===== config.mk =====
export PLATFORM = sky130hd
export DESIGN_NAME = sebk_status_bank
export DESIGN_NICKNAME = d
export VERILOG_FILES = /design/src/rtl/sebk_edge_latch.v /design/src/rtl/sebk_enable_reg.v /design/src/rtl/sebk_status_bank.v
export VERILOG_INCLUDE_DIRS = /design/src /design/src/shared
export SDC_FILE = /design/constraint.sdc
export NUM_CORES = 1
export LEC_CHECK = 0
export BUFFER_PORTS_ARGS = -buffer_cell sky130_fd_sc_hd__buf_4
export CAP_MARGIN = 20
export CORE_MARGIN = 1
export CORE_UTILIZATION = 34
export CTS_CLUSTER_DIAMETER = 30
export DETAILED_ROUTE_END_ITERATION = 8
export PLACE_DENSITY_LB_ADDON = 0.12
export SLEW_MARGIN = 20
export SYNTH_ARGS = -nofsm -noshare
export SYNTH_HDL_FRONTEND = slang
export SYNTH_SLANG_ARGS = --single-unit
export TNS_END_PERCENT = 50

===== constraint.sdc =====
create_clock -name mclk -period 1.2 [get_ports mclk]
set_input_delay 0 -clock mclk [delete_from_list [all_inputs] [get_ports mclk]]
set_output_delay 0 -clock mclk [all_outputs]
set_load 0.02 [all_outputs]

===== src/shared/sebk_map.vh =====
// Purpose: constants of the status event register bank
// Assumes: included by bare name from the rtl files
// Notes: definitions only
`ifndef SEBK_MAP_VH
`define SEBK_MAP_VH

// Register select codes on the command port
`define SEBK_SEL_W 3
`define SEBK_SEL_OPER_EV 3'h0
`define SEBK_SEL_TRIG_EV 3'h1
`define SEBK_SEL_ARM_EV 3'h2
`define SEBK_SEL_SEQ_EV 3'h3
`define SEBK_SEL_OPER_EN 3'h4
`define SEBK_SEL_TRIG_EN 3'h5
`define SEBK_SEL_ARM_EN 3'h6
`define SEBK_SEL_SEQ_EN 3'h7

// Field positions in the operation event register
`define SEBK_OPER_SETTLE_BIT 1
`define SEBK_OPER_TRIG_BIT 5
`define SEBK_OPER_ARM_BIT 6
`define SEBK_OPER_IDLE_BIT 10

// Field positions in the trigger, arm and sequence event registers
`define SEBK_TRIG_SEQUENCE_ONE_FLAG_BIT 1
`define SEBK_ARM_SEQUENCE_ONE_FLAG_BIT 1
`define SEBK_SEQ_LAYER_ONE_FLAG_BIT 1
`define SEBK_SEQ_LAYER_TWO_FLAG_BIT 2

// Bits that exist in each register; all others read as zero
`define SEBK_OPER_USED 16'h0462
`define SEBK_TRIG_USED 16'h0002
`define SEBK_ARM_USED 16'h0002
`define SEBK_SEQ_USED 16'h0006

// Reset values
`define SEBK_EVENT_RST 16'h0000
`define SEBK_ENABLE_RST 16'h0000

`endif


===== src/rtl/sebk_edge_latch.v =====
// Purpose: one event register with transition filter and summary
// Assumes: condition levels synchronous to mclk
// Notes: unused bits are held at zero by the used mask
`timescale 1ns/100ps
module sebk_edge_latch #(
	parameter WIDTH = 16,
	parameter [15:0] USED = 16'hffff
) (
	input wire mclk,
	input wire rst_n,
	input wire ce,
	input wire [WIDTH-1:0] cond,
	input wire [WIDTH-1:0] rise_sel,
	input wire [WIDTH-1:0] fall_sel,
	input wire [WIDTH-1:0] enable,
	input wire clear,
	output wire [WIDTH-1:0] event_bits,
	output wire summary
);
	reg [WIDTH-1:0] prev_r;
	reg primed_r;
	reg [WIDTH-1:0] event_r;
	wire [WIDTH-1:0] rise_hit;
	wire [WIDTH-1:0] fall_hit;
	wire [WIDTH-1:0] event_nxt;

	assign rise_hit = cond & ~prev_r & rise_sel;
	assign fall_hit = ~cond & prev_r & fall_sel;
	// Clear, but a same-cycle edge still lands
	assign event_nxt = ((clear ? {WIDTH{1'b0}} : event_r)
		| ({WIDTH{primed_r}} & (rise_hit | fall_hit))) & USED[WIDTH-1:0];

	// First cycle after reset only samples, so a level is not an edge
	always @(posedge mclk)
	begin
		if (!rst_n)
		begin
			prev_r <= {WIDTH{1'b0}};
			primed_r <= 1'b0;
			event_r <= {WIDTH{1'b0}};
		end
		else if (ce)
		begin
			prev_r <= cond;
			primed_r <= 1'b1;
			event_r <= event_nxt;
		end
	end

	assign event_bits = event_r;
	// Masked bits cannot raise the summary
	// Enabled set bit raises the summary
	assign summary = |(event_r & enable);
endmodule


===== src/rtl/sebk_enable_reg.v =====
// Purpose: one event enable mask register
// Assumes: write and preset are single-cycle strobes
// Notes: bits that do not exist always read zero
`timescale 1ns/100ps
`include "sebk_map.vh"
module sebk_enable_reg #(
	parameter WIDTH = 16,
	parameter [15:0] USED = 16'hffff
) (
	input wire mclk,
	input wire rst_n,
	input wire ce,
	input wire wr,
	input wire [WIDTH-1:0] wdata,
	input wire preset,
	output wire [WIDTH-1:0] mask
);
	reg [WIDTH-1:0] mask_r;

	// Zero at reset and preset, host value on write, held otherwise
	always @(posedge mclk)
	begin
		if (!rst_n)
			mask_r <= `SEBK_ENABLE_RST;
		else if (ce)
		begin
			if (preset)
				mask_r <= `SEBK_ENABLE_RST;
			else if (wr)
				mask_r <= wdata & USED[WIDTH-1:0];
		end
	end

	assign mask = mask_r;
endmodule


===== src/rtl/sebk_status_bank.v =====
// Purpose: status event register bank: four event registers and masks
// Assumes: one clock, synchronous inputs, host command port one per cycle
// Notes: values are returned as plain binary; text formatting is outside
// How it works
// - Event read returns the register value, each set bit marking one event.
// - Reading an event register clears it after the value is returned.
// - Rising-selected bit sets when its condition goes false to true.
// - Falling-selected bit sets when its condition goes true to false.
// - Operation bit 1 follows relay settling entry or expiry.
// - Operation bit 5 follows waiting in the trigger layer.
// - Operation bit 6 follows waiting in an arm layer.
// - Operation bit 10 follows the idle state.
// - All other operation bits never set.
// - Trigger register uses only bit 1, trigger layer presence.
// - Arm register uses only bit 1, arm layer presence.
// - Sequence register bit 1 is arm layer one, bit 2 layer two.
// - Enable bit zero masks the event from the summary.
// - Enabled set event raises the next level summary bit.
// - Enables clear at reset and preset, not on clear status.
// - Enable read returns its contents as the bit pattern.
`timescale 1ns/100ps
`include "sebk_map.vh"
module sebk_status_bank #(
	parameter WIDTH = 16
) (
	input wire mclk,
	input wire rst_n,
	input wire ce,
	// Instrument state levels
	input wire cond_settling,
	input wire cond_trig_wait,
	input wire cond_arm_wait,
	input wire cond_idle,
	input wire sequence_one_flag,
	input wire arm_sequence_flag,
	input wire layer_one_flag,
	input wire layer_two_flag,
	// Transition selections per register
	input wire [WIDTH-1:0] oper_rise_select,
	input wire [WIDTH-1:0] oper_falling_edge_select,
	input wire [WIDTH-1:0] trig_rise_select,
	input wire [WIDTH-1:0] trig_falling_edge_select,
	input wire [WIDTH-1:0] arm_rise_select,
	input wire [WIDTH-1:0] arm_falling_edge_select,
	input wire [WIDTH-1:0] seq_rise_select,
	input wire [WIDTH-1:0] seq_falling_edge_select,
	// Common commands
	input wire clear_status,
	input wire status_preset,
	// Host command port
	input wire cmd_valid,
	input wire cmd_write,
	input wire [2:0] cmd_sel,
	input wire [WIDTH-1:0] cmd_wdata,
	output wire rsp_valid,
	output wire rsp_error,
	output wire [WIDTH-1:0] rsp_data,
	// Summary bits into the next status level
	output wire oper_summary,
	output wire trig_summary,
	output wire arm_summary,
	output wire seq_summary
);
	// Command decode
	wire cmd_take;
	wire is_event_sel;
	wire rd_take;
	wire wr_take;
	wire wr_bad;
	reg [7:0] sel_hot;

	// Condition levels placed on their bit weights
	reg [WIDTH-1:0] oper_cond;
	reg [WIDTH-1:0] trig_cond;
	reg [WIDTH-1:0] arm_cond;
	reg [WIDTH-1:0] seq_cond;

	// Register contents
	wire [WIDTH-1:0] oper_ev;
	wire [WIDTH-1:0] trig_ev;
	wire [WIDTH-1:0] arm_ev;
	wire [WIDTH-1:0] seq_ev;
	wire [WIDTH-1:0] oper_en;
	wire [WIDTH-1:0] trig_en;
	wire [WIDTH-1:0] arm_en;
	wire [WIDTH-1:0] seq_en;

	// Clear and write strobes per register
	wire oper_clr;
	wire trig_clr;
	wire arm_clr;
	wire seq_clr;
	wire oper_en_wr;
	wire trig_en_wr;
	wire arm_en_wr;
	wire seq_en_wr;

	// Read path and response
	wire [WIDTH-1:0] rd_mux;
	reg [WIDTH-1:0] ev_mux;
	reg [WIDTH-1:0] en_mux;
	reg [WIDTH-1:0] rsp_data_r;
	reg rsp_valid_r;
	reg rsp_error_r;

	// Command acceptance; the port never stalls
	assign cmd_take = cmd_valid & ce;
	assign is_event_sel = ~cmd_sel[2];
	assign rd_take = cmd_take & ~cmd_write;
	assign wr_take = cmd_take & cmd_write & ~is_event_sel;
	// Event registers are read-only; a write to one is refused
	assign wr_bad = cmd_take & cmd_write & is_event_sel;

	// One-hot select; a single decode feeds every clear and write strobe
	always @*
	begin
		sel_hot = 8'h00;
		case (cmd_sel)
			`SEBK_SEL_OPER_EV: sel_hot = 8'h01;
			`SEBK_SEL_TRIG_EV: sel_hot = 8'h02;
			`SEBK_SEL_ARM_EV: sel_hot = 8'h04;
			`SEBK_SEL_SEQ_EV: sel_hot = 8'h08;
			`SEBK_SEL_OPER_EN: sel_hot = 8'h10;
			`SEBK_SEL_TRIG_EN: sel_hot = 8'h20;
			`SEBK_SEL_ARM_EN: sel_hot = 8'h40;
			`SEBK_SEL_SEQ_EN: sel_hot = 8'h80;
			default: sel_hot = 8'h00;
		endcase
	end

	// Each level sits on its own weight; every unused position stays low
	always @*
	begin
		oper_cond = {WIDTH{1'b0}};
		trig_cond = {WIDTH{1'b0}};
		arm_cond = {WIDTH{1'b0}};
		seq_cond = {WIDTH{1'b0}};
		oper_cond[`SEBK_OPER_SETTLE_BIT] = cond_settling;
		// Trigger wait on operation bit 5
		oper_cond[`SEBK_OPER_TRIG_BIT] = cond_trig_wait;
		// Arm wait on operation bit 6
		oper_cond[`SEBK_OPER_ARM_BIT] = cond_arm_wait;
		oper_cond[`SEBK_OPER_IDLE_BIT] = cond_idle;
		// Trigger layer presence on bit 1
		trig_cond[`SEBK_TRIG_SEQUENCE_ONE_FLAG_BIT] = sequence_one_flag;
		// Arm layer presence on bit 1
		arm_cond[`SEBK_ARM_SEQUENCE_ONE_FLAG_BIT] = arm_sequence_flag;
		// Arm layer one on bit 1, layer two on bit 2
		seq_cond[`SEBK_SEQ_LAYER_ONE_FLAG_BIT] = layer_one_flag;
		seq_cond[`SEBK_SEQ_LAYER_TWO_FLAG_BIT] = layer_two_flag;
	end

	// Read of a register, or clear status, empties it
	assign oper_clr = clear_status | (rd_take & sel_hot[0]);
	assign trig_clr = clear_status | (rd_take & sel_hot[1]);
	assign arm_clr = clear_status | (rd_take & sel_hot[2]);
	assign seq_clr = clear_status | (rd_take & sel_hot[3]);

	// Host value is the mask itself, zero clears all
	assign oper_en_wr = wr_take & sel_hot[4];
	assign trig_en_wr = wr_take & sel_hot[5];
	assign arm_en_wr = wr_take & sel_hot[6];
	assign seq_en_wr = wr_take & sel_hot[7];

	// Operation event register
	// Used mask keeps unused operation bits at zero
	sebk_edge_latch #(
		.WIDTH(WIDTH),
		.USED(`SEBK_OPER_USED)
	) u_oper_ev (
		.mclk(mclk),
		.rst_n(rst_n),
		.ce(ce),
		.cond(oper_cond),
		.rise_sel(oper_rise_select),
		.fall_sel(oper_falling_edge_select),
		.enable(oper_en),
		.clear(oper_clr),
		.event_bits(oper_ev),
		.summary(oper_summary)
	);

	// Trigger event register
	sebk_edge_latch #(
		.WIDTH(WIDTH),
		.USED(`SEBK_TRIG_USED)
	) u_trig_ev (
		.mclk(mclk),
		.rst_n(rst_n),
		.ce(ce),
		.cond(trig_cond),
		.rise_sel(trig_rise_select),
		.fall_sel(trig_falling_edge_select),
		.enable(trig_en),
		.clear(trig_clr),
		.event_bits(trig_ev),
		.summary(trig_summary)
	);

	// Arm event register
	sebk_edge_latch #(
		.WIDTH(WIDTH),
		.USED(`SEBK_ARM_USED)
	) u_arm_ev (
		.mclk(mclk),
		.rst_n(rst_n),
		.ce(ce),
		.cond(arm_cond),
		.rise_sel(arm_rise_select),
		.fall_sel(arm_falling_edge_select),
		.enable(arm_en),
		.clear(arm_clr),
		.event_bits(arm_ev),
		.summary(arm_summary)
	);

	// Sequence event register
	sebk_edge_latch #(
		.WIDTH(WIDTH),
		.USED(`SEBK_SEQ_USED)
	) u_seq_ev (
		.mclk(mclk),
		.rst_n(rst_n),
		.ce(ce),
		.cond(seq_cond),
		.rise_sel(seq_rise_select),
		.fall_sel(seq_falling_edge_select),
		.enable(seq_en),
		.clear(seq_clr),
		.event_bits(seq_ev),
		.summary(seq_summary)
	);

	// Enable masks; preset clears, clear status does not reach them
	sebk_enable_reg #(
		.WIDTH(WIDTH),
		.USED(`SEBK_OPER_USED)
	) u_oper_en (
		.mclk(mclk),
		.rst_n(rst_n),
		.ce(ce),
		.wr(oper_en_wr),
		.wdata(cmd_wdata),
		.preset(status_preset),
		.mask(oper_en)
	);

	// Trigger enable mask
	sebk_enable_reg #(
		.WIDTH(WIDTH),
		.USED(`SEBK_TRIG_USED)
	) u_trig_en (
		.mclk(mclk),
		.rst_n(rst_n),
		.ce(ce),
		.wr(trig_en_wr),
		.wdata(cmd_wdata),
		.preset(status_preset),
		.mask(trig_en)
	);

	// Arm enable mask
	sebk_enable_reg #(
		.WIDTH(WIDTH),
		.USED(`SEBK_ARM_USED)
	) u_arm_en (
		.mclk(mclk),
		.rst_n(rst_n),
		.ce(ce),
		.wr(arm_en_wr),
		.wdata(cmd_wdata),
		.preset(status_preset),
		.mask(arm_en)
	);

	// Sequence enable mask
	sebk_enable_reg #(
		.WIDTH(WIDTH),
		.USED(`SEBK_SEQ_USED)
	) u_seq_en (
		.mclk(mclk),
		.rst_n(rst_n),
		.ce(ce),
		.wr(seq_en_wr),
		.wdata(cmd_wdata),
		.preset(status_preset),
		.mask(seq_en)
	);

	// Event contents as a bit pattern, picked before the clear lands
	always @*
	begin
		ev_mux = {WIDTH{1'b0}};
		case (cmd_sel)
			`SEBK_SEL_OPER_EV: ev_mux = oper_ev;
			`SEBK_SEL_TRIG_EV: ev_mux = trig_ev;
			`SEBK_SEL_ARM_EV: ev_mux = arm_ev;
			`SEBK_SEL_SEQ_EV: ev_mux = seq_ev;
			default: ev_mux = {WIDTH{1'b0}};
		endcase
	end

	// Enable contents as a bit pattern
	always @*
	begin
		en_mux = {WIDTH{1'b0}};
		case (cmd_sel)
			`SEBK_SEL_OPER_EN: en_mux = oper_en;
			`SEBK_SEL_TRIG_EN: en_mux = trig_en;
			`SEBK_SEL_ARM_EN: en_mux = arm_en;
			`SEBK_SEL_SEQ_EN: en_mux = seq_en;
			default: en_mux = {WIDTH{1'b0}};
		endcase
	end

	// Only one half is non-zero for any select, so an OR merges them
	assign rd_mux = ev_mux | en_mux;

	// Answer strobe: one cycle after each accepted command
	always @(posedge mclk)
	begin
		if (!rst_n)
			rsp_valid_r <= 1'b0;
		else if (ce)
			rsp_valid_r <= cmd_take;
	end

	// Refusal flag travels with the answer strobe
	always @(posedge mclk)
	begin
		if (!rst_n)
			rsp_error_r <= 1'b0;
		else if (ce)
			rsp_error_r <= wr_bad;
	end

	// Data holds until the next read, so writes leave it alone
	always @(posedge mclk)
	begin
		if (!rst_n)
			rsp_data_r <= {WIDTH{1'b0}};
		else if (rd_take)
			rsp_data_r <= rd_mux;
	end

	// Registered answer to the host
	assign rsp_valid = rsp_valid_r;
	assign rsp_error = rsp_error_r;
	assign rsp_data = rsp_data_r;
endmodule


==> results.toml <==
[sta]
final_hold_viol_count = 0
tns_ns = 0
fin_crit_sh_pct = 86.5
max_freq_ghz = 0.963
setup_ws_ns = 0.162
fin_crit_ns = 1.04
finalSetupViolations = 0
finClkSkew_ns = 0.00408
rsz0062_at_grt = "no"
slew_viol_final = 0

[setup_path]
worstPathCellList = "a22oi_1 > nand2_1 > buf_4"
critPathKind = "flip-flop to output port"
crit_fanout = 3
worstPathArrival_ns = 1.04
startpoint_type = "flip-flop"
cpPeakStageDelay_ns = 0.33
crit_required_ns = 1.20
crit_path_end_kind = "output port"
cpMaxStageDelayCell = "dfxtp_1"
crit_start = "u_oper_en.mask[10]"
timing.rr.start = "u_arm_ev.primed_r"

[die]
die_w_um = 71.7
core_mm2 = 0.00469
start_util_pct = 35.2
floorplan.die_area_mm2 = 0.00514
io_pins = 184
die_y_um = 71.7
row_count = 25

[power]
power.density_mw_per_mm2 = 1020
vdd_ir_drop_max_mv = 0.664
p_leak_nw = 0.945

[synthesis]
ys_types = 35
synth_enable_flop_cells = 0
ys_ff_latch = 32
synthArstFlopShare_pct = 0
synth_compound_area_share_pct = 18.5
yosys.area_share.adder_pct = 0
synth_simple_gate_area_share_pct = 24.5
synth_top_family_by_area = "simple AND/OR/NAND/NOR gates"
yosys_warnings = 0
yosysSeqAreaShare_pct = 38.8
synth_cells = 180
synthFlopType = "dfxtp_1"
syn_area_mm2 = 0.00165
avgSynthCellArea_um2 = 9.18
synth_mux_area_share_pct = 9.69
synth_xor_area_share_pct = 0

[finish]
diodes = 0
drive_gt1_share_pct = 25.8
fill_cells = 502
final_cell_mix = "buf_4 (52), dfxtp_1 (32), nand2_1 (16), mux2i_1 (16), a22o_1 (13)"
final_common_cell = "buf_4"
nNetsFinal = 402
syn2layout_area_growth_pct = 33.0

[cts]
post-cts-setup-buffers = 0
cts_repair_resize_count = 0
numCtsBuffers = 5
clockBufferDepth = 2
clock-root-buffer = "clkbuf_8"
cts_tree = "done"
cts_num_sinks = 32
cts_max_level = 2
postCtsHoldBufs = 11
clock_latency_ns = 0.28
clkTransAtPathRegs_ns = 0.06

[grt]
use_met1_pct = 21.6
busiest_layer = "met2"
met2_usage_pct = 25.7
grt_max_degree = 25
gr-total-overflow = 0
grt_pass1_vias = 1397
grt_pass1_wl_um = 6490
grtUsageMet3_pct = 4.50
antenna_found_initial = 0
grtUsageTotal_pct = 16.4

[placement]
place_ws_ns = 0.153
gp_congestion = 0.793
dp.final_hpwl_um = 2730
io_buffers = 49

[hold_path]
min_path_type = "input port to flip-flop"
min_from = "cond_settling"

[routing]
wire_per_inst_um = 12.7
drt_iter0_markers = 66
first_pass_iters = 4
viasPerCell = 4.90
detail-route-antenna-nets = 0
finalWirelength_um = 3750
drc_errors = 0
via_count = 1440

[status]
status = "complete, no violations"

[flow_run]
maxCapViolations = 0
## critical path, delay by kind of cell, from the launching register on
kind / cells / cell delay (ns)
flops: 1 / 0.33
compound gates: 1 / 0.20
buf+inv: 1 / 0.16
simple gates: 1 / 0.08
## logic make-up after synthesis
kind of cell    after synthesis
flops                        32
other cells                   1
simple gates                 67
buf+inv                      20
mux                          16
compound gates               44
## worst paths after layout
path / slack, ns / cells after the start / to
setup / recovery: 0.16 / 3 / oper_summary
hold / removal: 0.003 / 3 / u_oper_ev.prev_r[1]
setup reg to reg: 0.24 / 2 / u_seq_ev.event_bits[2]
hold reg to reg: 0.49 / 2 / rsp_valid
## report_power, final
group | leakage (nW) | total (W) | internal [W] | switching, W
sequential | 0.260 | 0.00111 | 0.00109 | 0.0000211
clock | 0.0410 | 0.000768 | 0.000393 | 0.000375
combinational | 0.644 | 0.000362 | 0.000184 | 0.000178
total | 0.945 | 0.00224 | 0.00167 | 0.000574
## state kept, by name, summed over array words and instances (netlist names), 2 cells and up
register	cells
u_seq_en.mask	2
u_seq_ev.event_bits	2
u_seq_ev.prev_r	2
rsp_data	5
u_oper_en.mask	4
u_oper_ev.event_bits	4
u_oper_ev.prev_r	4
## synthesized netlist by cell type, types with 2 or more instances
library cell | instances | area, um2
or3_1 | 2 | 12.5
a21boi_1 | 2 | 15.0
a21oi_1 | 7 | 35.0
nand2b_1 | 5 | 31.3
nand3b_1 | 11 | 82.6
nor2b_1 | 12 | 75.1
clkbuf_1 | 2 | 7.51
a21boi_0 | 4 | 30.0
o311ai_0 | 2 | 17.5
buf_2 | 2 | 10.0
dfxtp_1 | 32 | 641
nor4_1 | 3 | 18.8
nand2_1 | 16 | 60.1
buf_4 | 14 | 105
a31oi_1 | 2 | 12.5
o21ai_0 | 9 | 45.0
nor2_1 | 5 | 18.8
nand3_1 | 3 | 15.0
a22o_1 | 13 | 114
a22oi_1 | 2 | 15.0
o211ai_1 | 2 | 15.0
mux2i_1 | 16 | 160
and2_1 | 2 | 12.5
## metrics by stage
step           power [W]  utilization, %  cell area, um2  hold slack, ns  std cells
2_1_floorplan    0.00135               -            1690           0.133        190
3_3_place_gp     0.00147            42.9            2010           0.219        276
3_5_place_dp     0.00147            42.9            2010           0.219        276
4_1_cts          0.00228            46.9            2200         0.00217        294
5_1_grt          0.00237            46.9            2200          0.0252        294
6_report         0.00224            46.9            2200         0.00315        294
## per-layer routing
metal / part of all wire (%) / vias to the layer above
li1: - / 750
met5: 0 / -
met3: 4.4 / 4
met1: 50 / 647
met2: 45 / 39
met4: 1.2 / 0
## cell type report
class | count | area [um2] | share of cell area [%]
Timing Repair Buffer | 63 | 500 | 22.8
Multi-Input combinational cell | 138 | 912 | 41.5
Sequential cell | 32 | 641 | 29.1
Clock inverter | 1 | 5.00 | 0.228
Clock buffer | 6 | 72.6 | 3.30
Tap cell | 54 | 67.6 | 3.07
(Power assumes the default switching activity.)
